==> src/hdl/alu_consts.svh <==
// constants for the execute datapath: flag positions, reset values, cycle counts
// assumes it is included by bare name from design files
`ifndef ALU_CONSTS_SVH
`define ALU_CONSTS_SVH

// status register bit positions
`define FLAG_I 7
`define FLAG_T 6
`define FLAG_H 5
`define FLAG_S 4
`define FLAG_V 3
`define FLAG_N 2
`define FLAG_Z 1
`define FLAG_C 0

// reset values
`define SREG_RESET 8'h00

// data constants
`define ZERO8      8'h00
`define ONE8       8'h01
`define ALL_ONES   8'hff
`define WORD_K_PAD 10'h000
`define REL_PAD    4

// program counter steps
`define PC_STEP    16'h0001
`define SKIP_TWO   16'h0002
`define SKIP_THREE 16'h0003

// cycle counts
`define CYC_ONE   3'd1
`define CYC_TWO   3'd2
`define CYC_THREE 3'd3
`define CYC_FOUR  3'd4

`endif

==> src/hdl/alu_pkg.sv <==
// types shared by the execute datapath and its decode partner
// assumes decode fills one instr_type per issued instruction
package alu_pkg;

  typedef enum logic [5:0] {
    no_operation,
    add_regs,
    add_with_carry,
    add_immediate_word,
    sub_regs,
    subtract_immediate,
    subtract_immediate_word,
    subtract_with_carry,
    subtract_immediate_with_carry,
    and_regs,
    and_immediate,
    or_regs,
    or_immediate,
    exclusive_or,
    ones_complement,
    twos_complement,
    set_bits_mask,
    clear_bits_mask,
    increment,
    decrement,
    zero_minus_test,
    clear_reg,
    set_all_ones,
    relative_jump,
    pointer_jump,
    relative_call,
    pointer_call,
    subroutine_return,
    interrupt_return,
    compare_skip_equal,
    compare_regs,
    compare_with_carry,
    compare_immediate,
    skip_reg_bit_clear,
    skip_reg_bit_set,
    skip_io_bit_clear,
    skip_io_bit_set
  } op_type;

  typedef struct packed {
    op_type      op;
    logic [7:0]  rd;
    logic [7:0]  rr;
    logic [7:0]  imm;
    logic [15:0] pair;
    logic [11:0] offset;
    logic [2:0]  bit_sel;
    logic [15:0] pc;
    logic [15:0] zptr;
    logic [15:0] ret_addr;
    logic        io_bit;
    logic        next_two_word;
  } instr_type;

  typedef struct packed {
    logic [7:0]  rd_data;
    logic        rd_wr;
    logic [15:0] word_data;
    logic        word_wr;
    logic [7:0]  sreg;
    logic [15:0] pc;
    logic        push;
    logic [15:0] push_data;
    logic        pop;
  } result_type;

endpackage

==> src/hdl/add_sub.sv <==
// parameterised adder/subtractor with carry, half-carry and overflow
// assumes carry in means borrow in when subtracting
`timescale 1ns/1ps

module add_sub #(
  parameter int W = 8
) (
  // operands
  input  wire logic [W-1:0] a_i,
  input  wire logic [W-1:0] b_i,
  input  wire logic         cin_i,
  input  wire logic         sub_i,
  // results
  output logic [W-1:0]      res_o,
  output logic              carry_o,
  output logic              half_o,
  output logic              ovf_o
);

  logic [W-1:0] b_eff;
  logic         c_eff;
  logic [W:0]   full;
  logic [4:0]   nib;

  // subtract as a + ~b + ~borrow, then invert carries into borrows
  assign b_eff   = sub_i ? ~b_i : b_i;
  assign c_eff   = sub_i ? ~cin_i : cin_i;
  assign full    = {1'b0, a_i} + {1'b0, b_eff} + {{W{1'b0}}, c_eff};
  assign nib     = {1'b0, a_i[3:0]} + {1'b0, b_eff[3:0]} + {4'h0, c_eff};
  assign res_o   = full[W-1:0];
  assign carry_o = full[W] ^ sub_i;
  assign half_o  = nib[4] ^ sub_i;
  assign ovf_o   = (a_i[W-1] == b_eff[W-1]) && (full[W-1] != a_i[W-1]);

endmodule

==> src/hdl/alu_branch_skip_execute.sv <==
// execute stage for arithmetic, logic, jump, call, return and skip instructions
// assumes decode holds operands valid in the cycle start_i is taken
//
// What this block does
// - add and add-with-carry: one cycle, ZCNVH
// - word add immediate: two cycles, ZCNVS
// - subtract register or constant: one cycle, ZCNVH
// - word subtract immediate: two cycles, ZCNVS
// - subtract with carry: one cycle, ZCNVH
// - and, or, xor: one cycle, ZNV only
// - clear bits: and with inverted mask
// - test: and with itself, no write
// - pointer jump: pc from Z, two cycles
// - pointer call: push, pc from Z, three
// - compare skip equal: skip, 1/2/3 cycles
// - compares: flags only, no write-back, one cycle
// - skip when register bit clear
// - skip when register bit set
// - skip when io bit clear
// - skip when io bit set
`timescale 1ns/1ps
`include "alu_consts.svh"

module alu_branch_skip_execute (
  // clock, reset, enable
  input  wire logic               mclk_i,
  input  wire logic               reset_n_i,
  input  wire logic               ce_i,
  // request from decode
  input  wire logic               start_i,
  input  wire alu_pkg::instr_type instr_i,
  input  wire logic [7:0]         sreg_i,
  // answer to register file and fetch
  output logic                    ready_o,
  output logic                    done_o,
  output alu_pkg::result_type     res_o
);
  import alu_pkg::*;

  logic [7:0]  a8;
  logic [7:0]  b8;
  logic [7:0]  s8;
  logic [7:0]  lg;
  logic        cin8;
  logic        sub8;
  logic        c8;
  logic        h8;
  logic        v8;
  logic [15:0] kw;
  logic [15:0] w16;
  logic [15:0] rel;
  logic        cw;
  logic        vw;
  logic        word_sub;
  logic        chain;
  logic        skip;
  logic        take;
  logic        busy;
  logic [2:0]  cnt;
  logic [2:0]  next_cycles;
  result_type  next_res;
  result_type  pending;
  instr_type   held;
  logic [7:0]  held_sreg;
  logic [2:0]  elapsed;

  assign take     = ce_i & start_i & ready_o;
  assign kw       = {`WORD_K_PAD, instr_i.imm[5:0]};
  assign rel      = {{`REL_PAD{instr_i.offset[11]}}, instr_i.offset};
  assign word_sub = (instr_i.op == subtract_immediate_word);

  add_sub #(.W(8)) alu8 (
    .a_i     (a8),
    .b_i     (b8),
    .cin_i   (cin8),
    .sub_i   (sub8),
    .res_o   (s8),
    .carry_o (c8),
    .half_o  (h8),
    .ovf_o   (v8)
  );

  add_sub #(.W(16)) word16 (
    .a_i     (instr_i.pair),
    .b_i     (kw),
    .cin_i   (1'b0),
    .sub_i   (word_sub),
    .res_o   (w16),
    .carry_o (cw),
    .half_o  (),
    .ovf_o   (vw)
  );

  // operand routing into the shared byte adder
  always_comb
  begin
    a8    = instr_i.rd;
    b8    = instr_i.rr;
    cin8  = 1'b0;
    sub8  = 1'b0;
    chain = 1'b0;
    case (instr_i.op)
      add_with_carry:
        cin8 = sreg_i[`FLAG_C];
      sub_regs, compare_regs:
        sub8 = 1'b1;
      subtract_immediate, compare_immediate:
      begin
        sub8 = 1'b1;
        b8   = instr_i.imm;
      end
      subtract_with_carry, compare_with_carry:
      begin
        sub8  = 1'b1;
        cin8  = sreg_i[`FLAG_C];
        chain = 1'b1;
      end
      subtract_immediate_with_carry:
      begin
        sub8  = 1'b1;
        b8    = instr_i.imm;
        cin8  = sreg_i[`FLAG_C];
        chain = 1'b1;
      end
      twos_complement:
      begin
        a8   = `ZERO8;
        b8   = instr_i.rd;
        sub8 = 1'b1;
      end
      increment:
        b8 = `ONE8;
      decrement:
      begin
        b8   = `ONE8;
        sub8 = 1'b1;
      end
      default:
        b8 = instr_i.rr;
    endcase
  end

  // logic unit
  always_comb
  begin
    case (instr_i.op)
      and_regs:        lg = instr_i.rd & instr_i.rr;
      and_immediate:   lg = instr_i.rd & instr_i.imm;
      or_regs:         lg = instr_i.rd | instr_i.rr;
      or_immediate:    lg = instr_i.rd | instr_i.imm;
      set_bits_mask:   lg = instr_i.rd | instr_i.imm;
      exclusive_or:    lg = instr_i.rd ^ instr_i.rr;
      clear_bits_mask: lg = instr_i.rd & ~instr_i.imm;
      zero_minus_test: lg = instr_i.rd & instr_i.rd;
      clear_reg:       lg = instr_i.rd ^ instr_i.rd;
      default:         lg = `ZERO8;
    endcase
  end

  // skip condition
  always_comb
  begin
    case (instr_i.op)
      compare_skip_equal: skip = (instr_i.rd == instr_i.rr);
      skip_reg_bit_clear: skip = !instr_i.rr[instr_i.bit_sel];
      skip_reg_bit_set:   skip = instr_i.rr[instr_i.bit_sel];
      skip_io_bit_clear:  skip = !instr_i.io_bit;
      skip_io_bit_set:    skip = instr_i.io_bit;
      default:            skip = 1'b0;
    endcase
  end

  // result, flags, next pc and cycle count
  always_comb
  begin
    next_res           = '0;
    next_res.sreg      = sreg_i;
    next_res.pc        = instr_i.pc + `PC_STEP;
    next_res.rd_data   = s8;
    next_res.word_data = w16;
    next_res.push_data = instr_i.pc + `PC_STEP;
    next_cycles        = `CYC_ONE;
    case (instr_i.op)
      add_regs, add_with_carry, sub_regs, subtract_immediate,
      subtract_with_carry, subtract_immediate_with_carry, twos_complement,
      compare_regs, compare_with_carry, compare_immediate:
      begin
        // subtract and compare with carry keep Z only if it was already set
        next_res.rd_wr = !(instr_i.op inside {compare_regs, compare_with_carry,
                                              compare_immediate});
        next_res.sreg[`FLAG_Z] = (s8 == `ZERO8) & (!chain | sreg_i[`FLAG_Z]);
        next_res.sreg[`FLAG_C] = c8;
        next_res.sreg[`FLAG_N] = s8[7];
        next_res.sreg[`FLAG_V] = v8;
        next_res.sreg[`FLAG_H] = h8;
      end
      increment, decrement:
      begin
        next_res.rd_wr         = 1'b1;
        next_res.sreg[`FLAG_Z] = (s8 == `ZERO8);
        next_res.sreg[`FLAG_N] = s8[7];
        next_res.sreg[`FLAG_V] = v8;
      end
      add_immediate_word, subtract_immediate_word:
      begin
        next_res.word_wr       = 1'b1;
        next_res.sreg[`FLAG_Z] = (w16 == {`ZERO8, `ZERO8});
        next_res.sreg[`FLAG_C] = cw;
        next_res.sreg[`FLAG_N] = w16[15];
        next_res.sreg[`FLAG_V] = vw;
        next_res.sreg[`FLAG_S] = w16[15] ^ vw;
        next_cycles            = `CYC_TWO;
      end
      and_regs, and_immediate, or_regs, or_immediate, exclusive_or,
      set_bits_mask, clear_bits_mask, zero_minus_test, clear_reg:
      begin
        next_res.rd_data       = lg;
        next_res.rd_wr         = (instr_i.op != zero_minus_test);
        next_res.sreg[`FLAG_Z] = (lg == `ZERO8);
        next_res.sreg[`FLAG_N] = lg[7];
        next_res.sreg[`FLAG_V] = 1'b0;
      end
      ones_complement:
      begin
        next_res.rd_data       = ~instr_i.rd;
        next_res.rd_wr         = 1'b1;
        next_res.sreg[`FLAG_Z] = (instr_i.rd == `ALL_ONES);
        next_res.sreg[`FLAG_N] = !instr_i.rd[7];
        next_res.sreg[`FLAG_V] = 1'b0;
        next_res.sreg[`FLAG_C] = 1'b1;
      end
      set_all_ones:
      begin
        next_res.rd_data = `ALL_ONES;
        next_res.rd_wr   = 1'b1;
      end
      relative_jump:
      begin
        next_res.pc = instr_i.pc + rel + `PC_STEP;
        next_cycles = `CYC_TWO;
      end
      relative_call:
      begin
        next_res.pc   = instr_i.pc + rel + `PC_STEP;
        next_res.push = 1'b1;
        next_cycles   = `CYC_THREE;
      end
      pointer_jump:
      begin
        next_res.pc = instr_i.zptr;
        next_cycles = `CYC_TWO;
      end
      pointer_call:
      begin
        next_res.pc   = instr_i.zptr;
        next_res.push = 1'b1;
        next_cycles   = `CYC_THREE;
      end
      subroutine_return, interrupt_return:
      begin
        next_res.pc  = instr_i.ret_addr;
        next_res.pop = 1'b1;
        next_cycles  = `CYC_FOUR;
        if (instr_i.op == interrupt_return)
          next_res.sreg[`FLAG_I] = 1'b1;
      end
      compare_skip_equal, skip_reg_bit_clear, skip_reg_bit_set,
      skip_io_bit_clear, skip_io_bit_set:
      begin
        // a skipped two-word instruction costs one more fetch cycle
        if (skip)
        begin
          next_res.pc = instr_i.pc + (instr_i.next_two_word ? `SKIP_THREE : `SKIP_TWO);
          next_cycles = instr_i.next_two_word ? `CYC_THREE : `CYC_TWO;
        end
      end
      default:
        next_cycles = `CYC_ONE;
    endcase
  end

  // sequencing: hold answer until its last cycle
  always_ff @(posedge mclk_i)
  begin
    if (!reset_n_i)
    begin
      busy    <= 1'b0;
      ready_o <= 1'b1;
      cnt     <= `CYC_ONE;
      done_o  <= 1'b0;
      pending <= '0;
    end
    else if (ce_i)
    begin
      if (take)
      begin
        pending <= next_res;
        busy    <= (next_cycles != `CYC_ONE);
        ready_o <= (next_cycles == `CYC_ONE);
        cnt     <= next_cycles - `CYC_ONE;
        done_o  <= (next_cycles == `CYC_ONE);
      end
      else if (busy)
      begin
        cnt     <= cnt - `CYC_ONE;
        busy    <= (cnt != `CYC_ONE);
        ready_o <= (cnt == `CYC_ONE);
        done_o  <= (cnt == `CYC_ONE);
      end
      else
        done_o <= 1'b0;
    end
  end

  // answer register
  always_ff @(posedge mclk_i)
  begin
    if (!reset_n_i)
      res_o <= '0;
    else if (ce_i && take && next_cycles == `CYC_ONE)
      res_o <= next_res;
    else if (ce_i && busy && cnt == `CYC_ONE)
      res_o <= pending;
  end

  // checking aid: the taken instruction and its age in cycles
  always_ff @(posedge mclk_i)
  begin
    if (!reset_n_i)
    begin
      held      <= '0;
      held_sreg <= `SREG_RESET;
      elapsed   <= 3'd0;
    end
    else if (ce_i)
    begin
      if (take)
      begin
        held      <= instr_i;
        held_sreg <= sreg_i;
        elapsed   <= `CYC_ONE;
      end
      else if (busy)
        elapsed <= elapsed + `CYC_ONE;
    end
  end
endmodule

==> config.mk <==
export PLATFORM = sky130hd
export DESIGN_NAME = alu_branch_skip_execute
export DESIGN_NICKNAME = d
export VERILOG_FILES = /design/src/hdl/alu_pkg.sv /design/src/hdl/add_sub.sv /design/src/hdl/alu_branch_skip_execute.sv
export VERILOG_INCLUDE_DIRS = /design/src /design/src/hdl
export SDC_FILE = /design/constraint.sdc
export NUM_CORES = 1
export LEC_CHECK = 0
export BUFFER_PORTS_ARGS = -buffer_cell sky130_fd_sc_hd__buf_2
export CAP_MARGIN = 20
export CORE_MARGIN = 2
export CORE_UTILIZATION = 35
export CTS_BUF_LIST = sky130_fd_sc_hd__clkbuf_8
export DETAILED_ROUTE_END_ITERATION = 12
export PLACE_DENSITY_LB_ADDON = 0.3
export SETUP_SLACK_MARGIN = 0.02
export SLEW_MARGIN = 20
export SYNTH_ARGS = -nofsm -noshare
export SYNTH_HDL_FRONTEND = slang
export SYNTH_SLANG_ARGS = --single-unit
==> constraint.sdc <==
create_clock -name mclk_i -period 7.6 [get_ports mclk_i]
set_clock_uncertainty 0.1 [all_clocks]
set_input_delay 1.14 -clock mclk_i [delete_from_list [all_inputs] [get_ports mclk_i]]
set_output_delay 1.14 -clock mclk_i [all_outputs]
set_load 0.03 [all_outputs]
==> results of run 1 <==
area by class of cell:
type,count,area share
clock buffer,18,0.01980
clock inverter,14,0.01070
inverter,30,0.008999
multi-input combinational,1108,0.6085
sequential,142,0.2272
tap,396,0.03960
timing repair buffer,204,0.08519
metrics by stage:
step | area, um2 | setup slack [ps] | util | total power, W
floorplan | 11000 | 2045 | - | 0.001321
global placement | 12130 | 1643 | 0.3944 | 0.001522
detailed placement | 12130 | 1550 | 0.3945 | 0.001529
CTS | 12510 | 2028 | 0.4069 | 0.002129
global route | 12510 | 1418 | 0.4069 | 0.002238
finish | 12510 | 1888 | 0.4069 | 0.002117
flip-flops by register name, summed over array words and instances, names as in the netlist:
| name | flops |
|---|---|
| done_o | 1 |
| cnt | 3 |
| res_o | 68 |
| ready_o | 1 |
| busy | 1 |
| pending | 68 |
synth_stat cells (10+ instances only):
master / count / area (um2)
xnor2_1: 54 / 473.0
and2_1: 10 / 62.56
nand2_1: 198 / 743.2
mux2_2: 23 / 259.0
a21oi_1: 72 / 360.4
inv_1: 29 / 108.9
o211a_1: 42 / 420.4
o21ai_0: 87 / 435.4
a21boi_0: 22 / 165.2
a211oi_1: 12 / 90.09
nor3_1: 26 / 130.1
nor2_1: 99 / 371.6
a222oi_1: 18 / 180.2
o31ai_1: 12 / 90.09
and3_1: 36 / 225.2
nand4_1: 11 / 68.82
nand3_1: 21 / 105.1
dfxtp_1: 142 / 2843
clkbuf_1: 66 / 247.7
buf_1: 10 / 37.54
mux2i_1: 55 / 550.5
ha_1: 44 / 550.5
a21o_1: 16 / 120.1
nand2b_1: 19 / 118.9
nor2b_1: 13 / 81.33
buf_2: 14 / 70.07
xor2_1: 32 / 280.3
layer usage:
metal	wire length, um	global-route usage	vias up
met5	0	0	-
met4	805	0.06049	0
met3	2251	0.04112	46
met2	16210	0.3436	385
met1	16620	0.2928	5122
li1	-	-	5284
worst reg2reg max path: stages, from the launching register on:
cell and delay, ps:
dfxtp_1 420, and3_2 470, nand2_1 180, or2_2 580
or3_1 480, o211a_1 210
logic make-up after synthesis:
group,count (synthesis),synth area share
compound gates,404,0.2680
xor+xnor,86,0.06845
fa+ha+maj,49,0.05822
buf+inv,133,0.05276
flops,142,0.2583
mux,81,0.07970
simple gates,488,0.2146
power by group:
| group | total, W | internal [W] | leakage (nW) | switching (W) |
|---|---|---|---|---|
| clock | 0.000600 | 0.000272 | 0.190 | 0.000327 |
| combinational | 0.000681 | 0.000253 | 4.67 | 0.000428 |
| sequential | 0.000836 | 0.000804 | 1.16 | 0.0000327 |
| total | 0.00212 | 0.00133 | 6.02 | 0.000788 |
layout by cell type, fill, tap and decap left out, types with 19 or more instances in the layout:
| cell type | synthesis | routed |
|---|---|---|
| nand2_1 | 198 | 198 |
| ha_1 | 44 | 44 |
| dfxtp_1 | 142 | 142 |
| inv_1 | 29 | 29 |
| and3_1 | 36 | 35 |
| buf_2 | 14 | 191 |
| mux2i_1 | 55 | 55 |
| nor3_1 | 26 | 25 |
| mux2_2 | 23 | 23 |
| a21boi_0 | 22 | 22 |
| o21ai_0 | 87 | 87 |
| nand3_1 | 21 | 20 |
| nor2_1 | 99 | 98 |
| nand2b_1 | 19 | 19 |
| xor2_1 | 32 | 32 |
| xnor2_1 | 54 | 54 |
| o211a_1 | 42 | 42 |
| a21oi_1 | 72 | 72 |
path summary, 6_finish.rpt:
kind / end / start / cells after the start
setup / recovery: res_o[35] / instr_i[108] / 19
setup reg to reg: res_o[33] / ready_o / 5
hold reg to reg: pending[39] / pending[39] / 2
hold / removal: pending[39] / pending[39] / 2
==> metrics.txt, run 1 <==
die span in x 181.3 um; WP data arrival 6010 ps; Skew-Pair Late Insertion Delay 460 ps; max-cap violations 0; worst endpoint required time 7900 ps; Post-Place Cells 1880; synthesized area per cell 7.957 um2; setup repair after global routing missed its margin false; fraction of registers with async set or reset after synthesis 0; multi-input gate area in the final layout 7615 um2; clock tree from TritonCTS yes; number of clock buffers inserted by TritonCTS 17; wire length per cell 18.77 um; CTS Root Buffer Type clkbuf_8; Mapped Nets 1554; Port Buffers 192; layout-stage area growth over the synthesis result 13.71%; top-level I/O count 193; post-route worst hold slack 360.0 ps; share of post-route cells with drive strength above 1 0.1979; die area 32880 um2; Worst Max-Slew Pin Slew 1005 ps; hpwl dp 26520 um; Worst Setup Start Kind input pin; TritonCTS sink count 142; Iteration-0 DRC Markers 1065; Core Box Area 30750 um2; Crit path top cell by count nor2_1; setup total negative slack 0 ps; endpoint type of the worst setup path flip-flop; Peak Freq 0.1751 GHz; HP Class flip-flop to flip-flop; number of global-route vias before repair 10.00k; ys flop type dfxtp_1; status complete, no violations; leakage power of the design 6.021 nW; CP max stage cell nor3_1; Worst Setup Path Type input pin to flip-flop; post-CTS clock slew at the launch and capture registers of the worst setup and hold paths 80 ps; GRT Resource Usage Total 0.2145; Finished Layout Cells 1912; post-synthesis cell type count 96; Crit path max-delay family simple AND/OR/NAND/NOR gates; count of H-tree levels built during CTS 4; largest driver fanout on the critical path 40; number of search-and-repair iterations in the first detailed-routing pass 10; DR vias 10.84k; CP peak stage delay 790 ps; sequential area share after synthesis 0.2583; initial standard-cell utilization of the core 0.3579; last weighted congestion value of the routability-driven placer 0.9243; Filler Cell Count 3178; ordered cell list for the critical path buf_2 -> xor2_1 -> a32oi_1 -> nor3_1 -> a222oi_1 -> o21ai_0 -> xnor2_1 -> fa_1 -> inv_1 -> fa_1 -> a211oi_1 -> nor2_1 -> nor2_1 -> nor2_1 -> or4_1 -> or4b_1 -> o211ai_2 -> a32o_1 -> a21o_1; number of remaining DRC errors 0; number of antenna violations at the first check in global routing 0; Register-to-Register Setup Slack 5060 ps; Finish-stage setup viols 0; CP Buf/Inv Count 2; wire length of the first global-routing pass 56240 um; Syn Inst Count 1383; die height 181.3 um; cell area after synthesis 11000 um2; power per unit of standard cell area 169.2 nW/um2; maximum VDD drop 101.2 uV; CTS max path bufs 2; residual overflow from global routing 0; total count of max-transition violations in the final report 0; post-CTS setup buffers 0; sum of routed wire length over all layers 35890 um; final critical-path share of the clock period 0.7516; number of buffers added to fix hold violations after cts 0; ANT cells 0; worst-case headroom to the max-slew limit 0.3125; number of synthesized register bits 142; number of gates resized after cts 0; Hold Fails Final Rpt 0; Yosys warnings 0; Min Clock Period, post-route 5712 ps; number of nets in the layout 1674; Post-synth EDFFs 0; antenna violation net count after detailed routing 0; floorplan row count 64; pin count of the biggest net entering global routing 117; via-per-instance ratio 5.668; combined flip-flop and latch cell area 2843 um2
Note: power is estimated with default switching activity, not from simulation.
==> run 2: changes to the inputs <==
==> constraint.sdc (replaced) <==
create_clock -name mclk_i -period 4.9 [get_ports mclk_i]
set_clock_uncertainty 0.1 [all_clocks]
set_input_delay 0.735 -clock mclk_i [delete_from_list [all_inputs] [get_ports mclk_i]]
set_output_delay 0.735 -clock mclk_i [all_outputs]
set_load 0.03 [all_outputs]
==> run 2 against run 1 <==
Compared with the run above:
- via count up 0.59%
- critical path type unchanged
- clock power up 62%
- worst setup slack worse by 1500 ps
- utilization up 1.2 points
- power up 59%
- global-route usage up 0.32 points
==> metrics.txt, run 2 (synthesized netlist as in run 1, its figures left out) <==
worst-case headroom to the max-slew limit 0.2881 (was 0.3125); commonest cells after routing, fill and taps aside nand2_1, buf_2, dfxtp_1 (unchanged); CP max stage cell or4_1 (was nor3_1); number of nets in the layout 1718 (was 1674); TritonCTS sink count 142 (unchanged); source of the critical timing path instr_i[108] (unchanged); via-per-instance ratio 5.579 (was 5.668); status complete, no violations (unchanged); Peak Freq 0.2220 GHz; maximum VDD drop 208.7 uV (was 101.2 uV); Worst Setup Path Type input pin to flip-flop (unchanged); residual overflow from global routing 0 (unchanged); last weighted congestion value of the routability-driven placer 0.9150 (was 0.9243); number of remaining DRC errors 0 (unchanged); startpoint of the worst-slack reg-to-reg timing path cnt[1] (was ready_o); ordered cell list for the critical path buf_2 -> nor2b_1 -> a21oi_1 -> nor2_1 -> nor2_1 -> o32ai_2 -> xnor2_1 -> fa_2 -> inv_1 -> fa_2 -> a211oi_2 -> nor2_1 -> nor2_1 -> nor2_1 -> or4_1 -> or4b_1 -> o211ai_2 -> a32o_1 -> a21o_1 (was buf_2 -> xor2_1 -> a32oi_1 -> nor3_1 -> a222oi_1 -> o21ai_0 -> xnor2_1 -> fa_1 -> inv_1 -> fa_1 -> a211oi_1 -> nor2_1 -> nor2_1 -> nor2_1 -> or4_1 -> or4b_1 -> o211ai_2 -> a32o_1 -> a21o_1); hpwl dp 27770 um (was 26520 um); die area 32880 um2 (unchanged); HP Class flip-flop to flip-flop (unchanged); number of gates resized after cts 0 (unchanged); top-level I/O count 193 (unchanged); number of search-and-repair iterations in the first detailed-routing pass 6 (was 10); number of clock buffers inserted by TritonCTS 17 (unchanged); layout-stage area growth over the synthesis result 17.02% (was 13.71%); Hold Fails Final Rpt 0 (unchanged); power per unit of standard cell area 261.7 nW/um2 (was 169.2 nW/um2); Min Clock Period, post-route 4504 ps; Worst Max-Slew Pin Slew 1068 ps (was 1005 ps); total count of max-transition violations in the final report 0 (unchanged); Worst Setup Start Kind input pin (unchanged); Total Power 0.003370 W (was 0.002117 W); WP data arrival 4790 ps (was 6010 ps); Skew-Pair Late Insertion Delay 450 ps (was 460 ps); post-CTS setup buffers 0 (unchanged); CTS Root Buffer Type clkbuf_8 (unchanged); share of post-route cells with drive strength above 1 0.2221 (was 0.1979); final critical-path share of the clock period 0.9191; endpoint type of the worst setup path flip-flop (unchanged); number of antenna violations at the first check in global routing 0 (unchanged); number of global-route vias before repair 10.30k (was 10.00k); pin count of the biggest net entering global routing 102 (was 117); DR vias 10.90k (was 10.84k); post-route worst hold slack 356.5 ps (was 360.0 ps); setup repair after global routing missed its margin false (unchanged); leakage power of the design 6.247 nW (was 6.021 nW); max-cap violations 0 (unchanged); count of H-tree levels built during CTS 4 (unchanged); floorplan row count 64 (unchanged); most common cell after layout, fill and taps aside nand2_1 (unchanged); Crit path top cell by count nor2_1 (unchanged); largest driver fanout on the critical path 17 (was 40); CTS max path bufs 2 (unchanged); Core Box Area 30750 um2 (unchanged); critical hold path startpoint pending[39] (unchanged); die height 181.3 um (unchanged); wire length of the first global-routing pass 57190 um (was 56240 um); sum of routed wire length over all layers 36810 um (was 35890 um); initial standard-cell utilization of the core 0.3579 (unchanged); antenna violation net count after detailed routing 0 (unchanged); worst endpoint required time 5190 ps (was 7900 ps); GRT Resource Usage Total 0.2177 (was 0.2145); wire length per cell 18.84 um (was 18.77 um); die span in x 181.3 um (unchanged); number of buffers added to fix hold violations after cts 0 (unchanged); ANT cells 0 (unchanged); post-CTS clock slew at the launch and capture registers of the worst setup and hold paths 80 ps (about the same); Port Buffers 192 (unchanged); largest registers ranked by flip-flop count pending (68), res_o (68), cnt (3) (unchanged); clock tree from TritonCTS yes (unchanged); CP peak stage delay 550 ps (was 790 ps); Finish-stage setup viols 0 (unchanged); Iteration-0 DRC Markers 938 (was 1065)
-- run 2: worst paths after layout --
path,end,slack (ps),cells after the start
hold / removal,pending[39],360,2
hold reg to reg,pending[39],360,2
setup reg to reg,res_o[24],2410,7
setup / recovery,res_o[35],400,19
-- run 2: critical path, delay by kind of cell --
family	cells	cell delay [ps]
buffers and inverters	2	330
adders and majority gates	2	630
and+or+nand+nor	8	1760
AOI/OAI and AO/OA	6	1140
xor gates and xnor gates	1	200
-- run 2: per-stage QoR --
step	instance area (um2)	worst slack [ps]	cells	util	TNS [ps]
finish	12880	396.5	1954	0.4188	0
global route	12880	113.8	1954	0.4188	0
CTS	12880	439.6	1954	0.4188	0
detailed placement	12480	-18.70	1924	0.4058	-33.13
global placement	12480	89.16	1924	0.4058	0
floorplan	11030	32.00	1383	-	0
-- run 2: cell type report --
| type | count | area, um2 |
|---|---|---|
| clock buffer | 17 | 234.0 |
| clock inverter | 13 | 166.4 |
| fill | 3195 | 17870 |
| inverter | 30 | 112.6 |
| multi-input combinational | 1108 | 7630 |
| sequential | 142 | 2843 |
| tap | 396 | 495.5 |
| timing repair buffer | 248 | 1396 |
-- run 2: where the power goes --
group,internal [W],switching (W),leakage (nW)
registers,0.00125,0.0000495,1.16
logic,0.000422,0.000683,4.88
clock network,0.000502,0.000468,0.206
-- run 2: routing by layer --
layer / track usage / share of wire / vias up
met4: 0.06407 / 0.020 / 0
li1: - / - / 5366
met3: 0.03790 / 0.067 / 43
met2: 0.3471 / 0.44 / 366
met5: 0 / 0 / -
met1: 0.2999 / 0.47 / 5126
